File: src/hw/smpc_pkg.sv
// Purpose: shared types and constants of the stop-mode power controller
// Assumes: 25 MHz system clock
// Notes:   mode codes, synchroniser idle levels, periodic wake timing
package smpc_pkg;

  typedef enum logic [1:0]
  {
    SMPC_RUN   = 2'b00,
    SMPC_STOP1 = 2'b01,
    SMPC_STOP2 = 2'b10,
    SMPC_STOP3 = 2'b11
  } smpc_mode_type;

  localparam int KB_W        = 8;
  localparam int RATE_W      = 3;
  localparam int PRESCALE_W  = 16;
  localparam int TICK_W      = 8;

  localparam int CLK_PERIOD_NS       = 40;
  localparam int WAKE_SRC_PERIOD_NS  = 1_000_000;
  localparam int WAKE_SRC_CYCLES     = WAKE_SRC_PERIOD_NS / CLK_PERIOD_NS;

  localparam logic [RATE_W-1:0] RATE_OFF = 3'h0;
  localparam logic              PIN_IDLE = 1'b1;
  localparam logic [KB_W-1:0]   KB_IDLE  = 8'hff;

  typedef struct packed
  {
    logic                  ext_meta;
    logic                  ext_sync;
    logic                  rpin_meta;
    logic                  rpin_sync;
    logic [KB_W-1:0]       kba_meta;
    logic [KB_W-1:0]       kba_sync;
    logic [KB_W-1:0]       kbb_meta;
    logic [KB_W-1:0]       kbb_sync;
    smpc_mode_type         mode;
    logic                  reg_full;
    logic                  dbg_keep;
    logic [PRESCALE_W-1:0] prescale;
    logic [TICK_W-1:0]     ticks;
    logic                  core_power_on;
    logic                  ram_power_on;
    logic                  regulator_standby;
    logic                  oscillator_run;
    logic                  debug_clock_run;
    logic                  peripheral_clock_run;
    logic                  analog_comparator_standby;
    logic                  pin_latch_hold;
    logic                  pin_force_reset;
    logic                  periodic_wake_osc_run;
    logic                  partial_powerdown_flag;
    logic                  illegal_opcode_reset;
    logic                  power_on_restart;
    logic                  system_reset;
    logic                  peripheral_reset;
    logic                  cpu_wake;
    logic                  external_irq;
    logic                  keypad_irq;
    logic                  periodic_wake_irq;
    logic                  debug_status_error;
    logic                  enter_active_debug;
  } smpc_state_type;

  localparam smpc_state_type SMPC_STATE_RST = '{
    ext_meta: PIN_IDLE, ext_sync: PIN_IDLE, rpin_meta: PIN_IDLE, rpin_sync: PIN_IDLE,
    kba_meta: KB_IDLE, kba_sync: KB_IDLE, kbb_meta: KB_IDLE, kbb_sync: KB_IDLE,
    mode: SMPC_RUN, prescale: 16'h0000, ticks: 8'h00,
    core_power_on: 1'b1, ram_power_on: 1'b1, oscillator_run: 1'b1, debug_clock_run: 1'b1,
    peripheral_clock_run: 1'b1,
    default: 1'b0};

endpackage : smpc_pkg

File: src/hw/smpc_stop_ctrl.sv
// Purpose: stop-depth selection, pin latching, wake-up sourcing and power gating
// Assumes: inputs synchronous to clk except wake pins, which are resynchronised
// Notes:   one state struct, one always_comb, two always_ff (reset release and state)
`timescale 1ns/1ps

module smpc_stop_ctrl
  import smpc_pkg::*;
#(
  parameter int WAKE_TICK_CYCLES = WAKE_SRC_CYCLES
)
(
  input  wire logic              clk,
  input  wire logic              rst_n,
  input  wire logic              stop_exec,
  input  wire logic              stop_allow,
  input  wire logic              powerdown_select,
  input  wire logic              partial_powerdown_select,
  input  wire logic              lowvolt_reset_enable,
  input  wire logic              debug_mode_enable,
  input  wire logic              partial_powerdown_ack,
  input  wire logic [RATE_W-1:0] periodic_wake_rate_select,
  input  wire logic              reset_pin_n,
  input  wire logic              external_request_pin,
  input  wire logic              external_request_enable,
  input  wire logic              external_request_active_high,
  input  wire logic [KB_W-1:0]   keypad_wake_group_a,
  input  wire logic [KB_W-1:0]   keypad_group_a_enable,
  input  wire logic [KB_W-1:0]   keypad_wake_group_b,
  input  wire logic [KB_W-1:0]   keypad_group_b_enable,
  input  wire logic              keypad_active_high,
  input  wire logic              debug_status_command,
  input  wire logic              debug_halt_command,
  output logic [1:0]             stop_state,
  output logic                   core_power_on,
  output logic                   ram_power_on,
  output logic                   regulator_standby,
  output logic                   oscillator_run,
  output logic                   debug_clock_run,
  output logic                   peripheral_clock_run,
  output logic                   analog_comparator_standby,
  output logic                   pin_latch_hold,
  output logic                   pin_force_reset,
  output logic                   periodic_wake_osc_run,
  output logic                   partial_powerdown_flag,
  output logic                   illegal_opcode_reset,
  output logic                   power_on_restart,
  output logic                   system_reset,
  output logic                   peripheral_reset,
  output logic                   cpu_wake,
  output logic                   external_irq,
  output logic                   keypad_irq,
  output logic                   periodic_wake_irq,
  output logic                   debug_status_error,
  output logic                   enter_active_debug
);

  localparam logic [PRESCALE_W-1:0] PRESCALE_LAST = PRESCALE_W'(WAKE_TICK_CYCLES - 1);

  ////////////////////////////////////////////////////////////////////////////
  // reset release

  logic           rst_meta_n;
  logic           rst_sync_n;
  smpc_state_type s;
  smpc_state_type next_s;

  always_ff @(posedge clk or negedge rst_n)
  begin
    if (!rst_n)
    begin
      rst_meta_n <= 1'b0;
      rst_sync_n <= 1'b0;
    end
    else
    begin
      rst_meta_n <= 1'b1;
      rst_sync_n <= rst_meta_n;
    end
  end

  ////////////////////////////////////////////////////////////////////////////
  // next state

  logic              ext_low, ext_assert, rpin_low, kba_low, kb3_assert, wake_osc_on, rti_fire;
  logic [TICK_W-1:0] tick_target;
  logic [KB_W-1:0]   kba_level, kbb_level;

  always_comb
  begin
    next_s = s;
    {next_s.illegal_opcode_reset, next_s.power_on_restart, next_s.system_reset, next_s.peripheral_reset,
     next_s.cpu_wake, next_s.external_irq, next_s.keypad_irq, next_s.periodic_wake_irq,
     next_s.debug_status_error, next_s.enter_active_debug} = 10'h000;

    // two-stage synchronisers; only the second stage is looked at
    next_s.ext_meta  = external_request_pin;
    next_s.ext_sync  = s.ext_meta;
    next_s.rpin_meta = reset_pin_n;
    next_s.rpin_sync = s.rpin_meta;
    next_s.kba_meta  = keypad_wake_group_a;
    next_s.kba_sync  = s.kba_meta;
    next_s.kbb_meta  = keypad_wake_group_b;
    next_s.kbb_sync  = s.kbb_meta;

    // deep stop ignores configured polarity
    rpin_low   = !s.rpin_sync;
    ext_low    = external_request_enable && !s.ext_sync;
    kba_low    = |(keypad_group_a_enable & ~s.kba_sync);
    ext_assert = external_request_enable &&
                 (external_request_active_high ? s.ext_sync : !s.ext_sync);
    kba_level  = keypad_active_high ? s.kba_sync : ~s.kba_sync;
    kbb_level  = keypad_active_high ? s.kbb_sync : ~s.kbb_sync;
    kb3_assert = |(keypad_group_a_enable & kba_level) ||
                 |(keypad_group_b_enable & kbb_level);

    // periodic wake: 1 kHz ticks, interval of 2^(rate-1) ticks
    wake_osc_on = (periodic_wake_rate_select != RATE_OFF) && (s.mode != SMPC_STOP1);
    tick_target = TICK_W'(8'h01 << (periodic_wake_rate_select - 3'h1));
    rti_fire    = wake_osc_on && (s.prescale == PRESCALE_LAST) &&
                  (s.ticks == tick_target - 8'h01);
    if (!wake_osc_on)
    begin
      next_s.prescale = 16'h0000;
      next_s.ticks    = 8'h00;
    end
    else if (s.prescale != PRESCALE_LAST)
    begin
      next_s.prescale = s.prescale + 16'h0001;
    end
    else
    begin
      next_s.prescale = 16'h0000;
      next_s.ticks    = rti_fire ? 8'h00 : s.ticks + 8'h01;
    end

    // acknowledge opens latches; wake in the same cycle still wins below
    if (partial_powerdown_ack)
    begin
      next_s.pin_latch_hold         = 1'b0;
      next_s.partial_powerdown_flag = 1'b0;
    end

    if ((s.mode != SMPC_RUN) && debug_status_command)
    begin
      next_s.debug_status_error = 1'b1;
    end

    case (s.mode)
      SMPC_RUN:
      begin
        next_s.periodic_wake_irq = rti_fire;
        if (stop_exec && !stop_allow)
        begin
          next_s.illegal_opcode_reset = 1'b1;
        end
        else if (stop_exec)
        begin
          next_s.reg_full = lowvolt_reset_enable || debug_mode_enable;
          next_s.dbg_keep = debug_mode_enable;
          if (lowvolt_reset_enable || debug_mode_enable || !powerdown_select)
          begin
            next_s.mode = SMPC_STOP3;
          end
          else if (partial_powerdown_select)
          begin
            next_s.mode           = SMPC_STOP2;
            next_s.pin_latch_hold = 1'b1;
          end
          else
          begin
            next_s.mode = SMPC_STOP1;
          end
        end
      end
      SMPC_STOP1:
      begin
        if (rpin_low || ext_low || kba_low)
        begin
          next_s.mode             = SMPC_RUN;
          next_s.power_on_restart = 1'b1;
          next_s.peripheral_reset = 1'b1;
        end
      end
      SMPC_STOP2:
      begin
        // group B deliberately absent
        if (rpin_low || ext_low || kba_low || rti_fire)
        begin
          next_s.mode                   = SMPC_RUN;
          next_s.power_on_restart       = 1'b1;
          next_s.peripheral_reset       = 1'b1;
          next_s.pin_latch_hold         = 1'b1;
          next_s.partial_powerdown_flag = 1'b1;
        end
      end
      SMPC_STOP3:
      begin
        if (rpin_low)
        begin
          next_s.mode         = SMPC_RUN;
          next_s.system_reset = 1'b1;
        end
        else if (debug_halt_command && s.dbg_keep)
        begin
          next_s.mode               = SMPC_RUN;
          next_s.enter_active_debug = 1'b1;
        end
        else if (ext_assert || kb3_assert || rti_fire)
        begin
          next_s.mode              = SMPC_RUN;
          next_s.cpu_wake          = 1'b1;
          next_s.external_irq      = ext_assert;
          next_s.keypad_irq        = kb3_assert;
          next_s.periodic_wake_irq = rti_fire;
        end
      end
      default:
      begin
        next_s.mode = SMPC_RUN;
      end
    endcase

    if (next_s.mode == SMPC_RUN)
    begin
      next_s.reg_full = 1'b0;
      next_s.dbg_keep = 1'b0;
    end

    // power and clock controls follow the mode being entered
    next_s.core_power_on             = (next_s.mode == SMPC_RUN) || (next_s.mode == SMPC_STOP3);
    next_s.ram_power_on              = (next_s.mode != SMPC_STOP1);
    next_s.regulator_standby         = (next_s.mode != SMPC_RUN) && !next_s.reg_full;
    next_s.oscillator_run            = (next_s.mode == SMPC_RUN) || next_s.reg_full;
    next_s.debug_clock_run           = (next_s.mode == SMPC_RUN) || next_s.dbg_keep;
    next_s.peripheral_clock_run      = (next_s.mode == SMPC_RUN);
    next_s.analog_comparator_standby = (next_s.mode != SMPC_RUN);
    next_s.pin_force_reset           = (next_s.mode == SMPC_STOP1);
    next_s.periodic_wake_osc_run     = (periodic_wake_rate_select != RATE_OFF) &&
                                       (next_s.mode != SMPC_STOP1);
  end

  always_ff @(posedge clk or negedge rst_sync_n)
  begin
    if (!rst_sync_n)
    begin
      s <= SMPC_STATE_RST;
    end
    else
    begin
      s <= next_s;
    end
  end

  ////////////////////////////////////////////////////////////////////////////
  // outputs

  assign stop_state = s.mode;
  assign {core_power_on, ram_power_on, regulator_standby, oscillator_run, debug_clock_run,
          peripheral_clock_run, analog_comparator_standby, pin_latch_hold, pin_force_reset,
          periodic_wake_osc_run, partial_powerdown_flag, illegal_opcode_reset, power_on_restart,
          system_reset, peripheral_reset, cpu_wake, external_irq, keypad_irq, periodic_wake_irq,
          debug_status_error, enter_active_debug}
    = {s.core_power_on, s.ram_power_on, s.regulator_standby, s.oscillator_run, s.debug_clock_run,
       s.peripheral_clock_run, s.analog_comparator_standby, s.pin_latch_hold, s.pin_force_reset,
       s.periodic_wake_osc_run, s.partial_powerdown_flag, s.illegal_opcode_reset, s.power_on_restart,
       s.system_reset, s.peripheral_reset, s.cpu_wake, s.external_irq, s.keypad_irq,
       s.periodic_wake_irq, s.debug_status_error, s.enter_active_debug};
endmodule : smpc_stop_ctrl
File: config.mk
export PLATFORM = sky130hd
export DESIGN_NAME = smpc_stop_ctrl
export DESIGN_NICKNAME = d
export VERILOG_FILES = /design/src/hw/smpc_pkg.sv /design/src/hw/smpc_stop_ctrl.sv
export SDC_FILE = /design/constraint.sdc
export NUM_CORES = 1
export LEC_CHECK = 0
export BUFFER_PORTS_ARGS = -buffer_cell sky130_fd_sc_hd__buf_2
export CAP_MARGIN = 20
export CORE_MARGIN = 3
export CORE_UTILIZATION = 40
export DETAILED_ROUTE_END_ITERATION = 8
export GPL_TIMING_DRIVEN = 0
export PLACE_DENSITY_LB_ADDON = 0.08
export SETUP_SLACK_MARGIN = 0.15
export SLEW_MARGIN = 15
export SYNTH_ARGS = -nofsm -noshare
export SYNTH_HDL_FRONTEND = slang
export SYNTH_SLANG_ARGS = --single-unit
File: constraint.sdc
create_clock -name clk -period 4.1 [get_ports clk]
set_input_delay 0.82 -clock clk [delete_from_list [all_inputs] [get_ports clk]]
set_output_delay 0.82 -clock clk [all_outputs]
set_load 0.05 [all_outputs]
==> results.sh <==
export IMPL_cts_resized=0
export IMPL_skew_ns=0.0105
export IMPL_synth_seq_cells=86
export IMPL_routed_via_density=4.87
export IMPL_avgSynthCellArea_um2=10.8
export IMPL_netlist_instances=355
export IMPL_io_buffer_count=72
export IMPL_maxCapViolations=0
export IMPL_power_mw=2.29
export IMPL_hold_buffers=0
export IMPL_p_int_mw=1.47
export IMPL_combPwrFrac=0.292
export IMPL_place_area_mm2=0.00440
export IMPL_r2r_end="core_power_on"
export IMPL_cts_tree="yes"
export IMPL_hold_path_class="in2async"
export IMPL_antennaDiodeCount=0
export IMPL_async_flop_share=1.00
export IMPL_design_area_mm2=0.00460
export IMPL_die_area_mm2=0.0108
export IMPL_synth_cell_types=55
export IMPL_cp_start_kind="primary input"
export IMPL_status="finished clean"
export IMPL_initial_core_util=0.415
export IMPL_min_period_over_period=0.878
export IMPL_rows=35
export IMPL_pwr_share_seq=0.451
export IMPL_clk_path_buf_depth=2
export IMPL_drt_iter0_markers=212
export IMPL_arrival_ns=3.88
export IMPL_cts_buffers=9
export IMPL_core_area_mm2=0.00928
export IMPL_finalWirelength_um=7510
export IMPL_cts_sinks=86
export IMPL_timing_hold_ws_ns=0.231
export IMPL_largest_reg_flops=44
export IMPL_dp_hpwl_um=5570
export IMPL_die_w_um=104
export IMPL_synth_top_area_frac=0.293
export IMPL_slowest_stage="o311ai_1"
export IMPL_worstSkewPairLatency_ns=0.35
export IMPL_ant_nets=0
export IMPL_r2r_cells=9
export IMPL_syn_nets=415
export IMPL_tightest_slew_ns=0.593
export IMPL_synth_edff_count=0
export IMPL_clkPwrFrac=0.256
export IMPL_first_pass_iters=4
export IMPL_synth_area_leaders="dfrtp_1 29%, dfstp_2 28%, nor2_1 3.9%"
export IMPL_grt_overflow_total=0
export IMPL_yosys_most_used_dff="dfrtp_1"
export IMPL_ys_warn_count=0
export IMPL_power_density_mw_per_mm2=498
export IMPL_drc_errors=0
export IMPL_setup_viol=0
export IMPL_grt_pass1_vias=2743
export IMPL_grt_pass1_wl_um=12800
export IMPL_pin_count=74
export IMPL_top_register="s"
export IMPL_required_ns=4.38
export IMPL_area_growth_pct=19.6
export IMPL_grt_max_degree=48
export IMPL_fmax_mhz=278
export IMPL_synthesis_area_mm2=0.00385
export IMPL_critPathMaxStageDelay_ns=0.57
export IMPL_final_cell_mix="79 x buf_2, 44 x dfrtp_1, 41 x dfstp_2"
export IMPL_fin_crit_ns=3.60
export IMPL_path_clk_slew_ns=0.08
export IMPL_ys_seq_area_frac=0.572
export IMPL_maxSlewViolCount=0
export IMPL_rsz0062_at_grt="false"
export IMPL_cp_end_kind="flop"
export IMPL_wl_per_cell_um=13.1
export IMPL_hold_viol=0
export IMPL_vias=2791
export IMPL_path_class="in2reg"
export IMPL_cts_setup_buffers=0
export IMPL_die_h_um=104
export IMPL_final_nets=499
export IMPL_final_util=0.496
export IMPL_path_cells="buf_2, nor3b_1, inv_1, ha_1, buf_2, nor2b_1, o311a_1, o21ai_1, a211oi_2, and3b_1, o311ai_1, o21ai_0, ha_1"
export IMPL_rr_startpoint="s[25]"
export IMPL_clk_root_buffer_cell="clkbuf_8"
export IMPL_crit_fanout=10
export IMPL_htreeDepth=3
export IMPL_peakVddDrop_v=0.000232
export IMPL_r2r_slack_ns=1.24
export IMPL_antenna_found_initial=0
export IMPL_grt_use_total=0.146
export IMPL_netSwitchingFraction=0.357
export IMPL_synth_top_area_cell="dfrtp_1"
export IMPL_switching_power_mw=0.817
export IMPL_final_setup_tns_ns=0
export IMPL_cpLargestDelayFamily="compound AO/OA/AOI/OAI gates"
export IMPL_final_common_cell="buf_2"
export IMPL_max_slew_margin=0.599
export IMPL_leakage_nw=2.16
export IMPL_drive_above_1_share=0.329
export IMPL_place_gp_congestion=0.784
export IMPL_path_buf_inv=3
==> power by group through the flow <==
stage	clock (mW)	sequential [mW]	combinational [mW]
detailed placement	0	1.05	0.681
finish	0.587	1.03	0.670
CTS	0.611	1.04	0.681
floorplan	0	1.25	0.307
global placement	0	1.06	0.663
global route	0.645	1.05	0.738
==> logic make-up (layout without fill, tap and decap cells) <==
| group | Yosys count | count (layout) | synth area share |
|---|---|---|---|
| AOI/OAI and AO/OA | 56 | 56 | 0.112 |
| xor gates and xnor gates | 22 | 22 | 0.0501 |
| buffers and inverters | 40 | 129 | 0.0442 |
| adders and majority gates | 9 | 9 | 0.0293 |
| and+or+nand+nor | 137 | 137 | 0.181 |
| DFF | 86 | 86 | 0.572 |
| other | 1 | 1 | 0.000974 |
| muxes | 4 | 4 | 0.0104 |
==> per-stage QoR <==
stage	instances	worst slack (ns)
2_1_floorplan	355	0.617
3_3_place_gp	556	0.118
3_5_place_dp	557	0.0941
4_1_cts	573	0.473
5_1_grt	573	0.267
6_report	573	0.500
==> cells in the mapped netlist (all sizes together) (2+ instances only) <==
library cell,count
a2111oi,2
a211oi,3
a21o,3
a21oi,6
a221oi,2
a222oi,3
a22o,2
and2,2
and3,8
and3b,2
buf,10
clkbuf,3
dfrtp,45
dfstp,41
ha,9
inv,27
mux2i,4
nand2,26
nand2b,3
nand3,18
nand4,5
nor2,40
nor2b,6
nor3,6
nor3b,2
nor4,5
nor4b,4
o211ai,2
o21a,3
o21ai,9
o22ai,10
o311a,2
or3,3
or4,2
xnor2,12
xor2,10
==> per-layer routing <==
layer	vias to the layer above	share of wire	global-route usage
met2	54	0.47	0.234
met1	1333	0.47	0.188
met5	-	0	0
li1	1396	-	-
met4	0	0.014	0.0484
met3	8	0.045	0.0459
==> area by class of cell <==
class | count | area, um2
buffer | 13 | 68.8
clock buffer | 13 | 180
clock inverter | 3 | 22.5
fill | 888 | 4680
inverter | 27 | 101
multi-input combinational | 229 | 1480
sequential | 86 | 2210
tap | 129 | 161
timing repair buffer | 73 | 388
==> worst max path at each step <==
stage                                       from       endpoint  slack [ns]  depth (start not counted)
CTS                 periodic_wake_rate_select[1]  core_power_on        0.47                         13
global placement    periodic_wake_rate_select[1]  core_power_on        0.12                         13
finish              periodic_wake_rate_select[1]  core_power_on        0.50                         13
global route        periodic_wake_rate_select[1]  core_power_on        0.27                         13
detailed placement  periodic_wake_rate_select[1]  core_power_on        0.09                         13
floorplan           periodic_wake_rate_select[2]  core_power_on        0.62                         13
(Power assumes the default switching activity.)
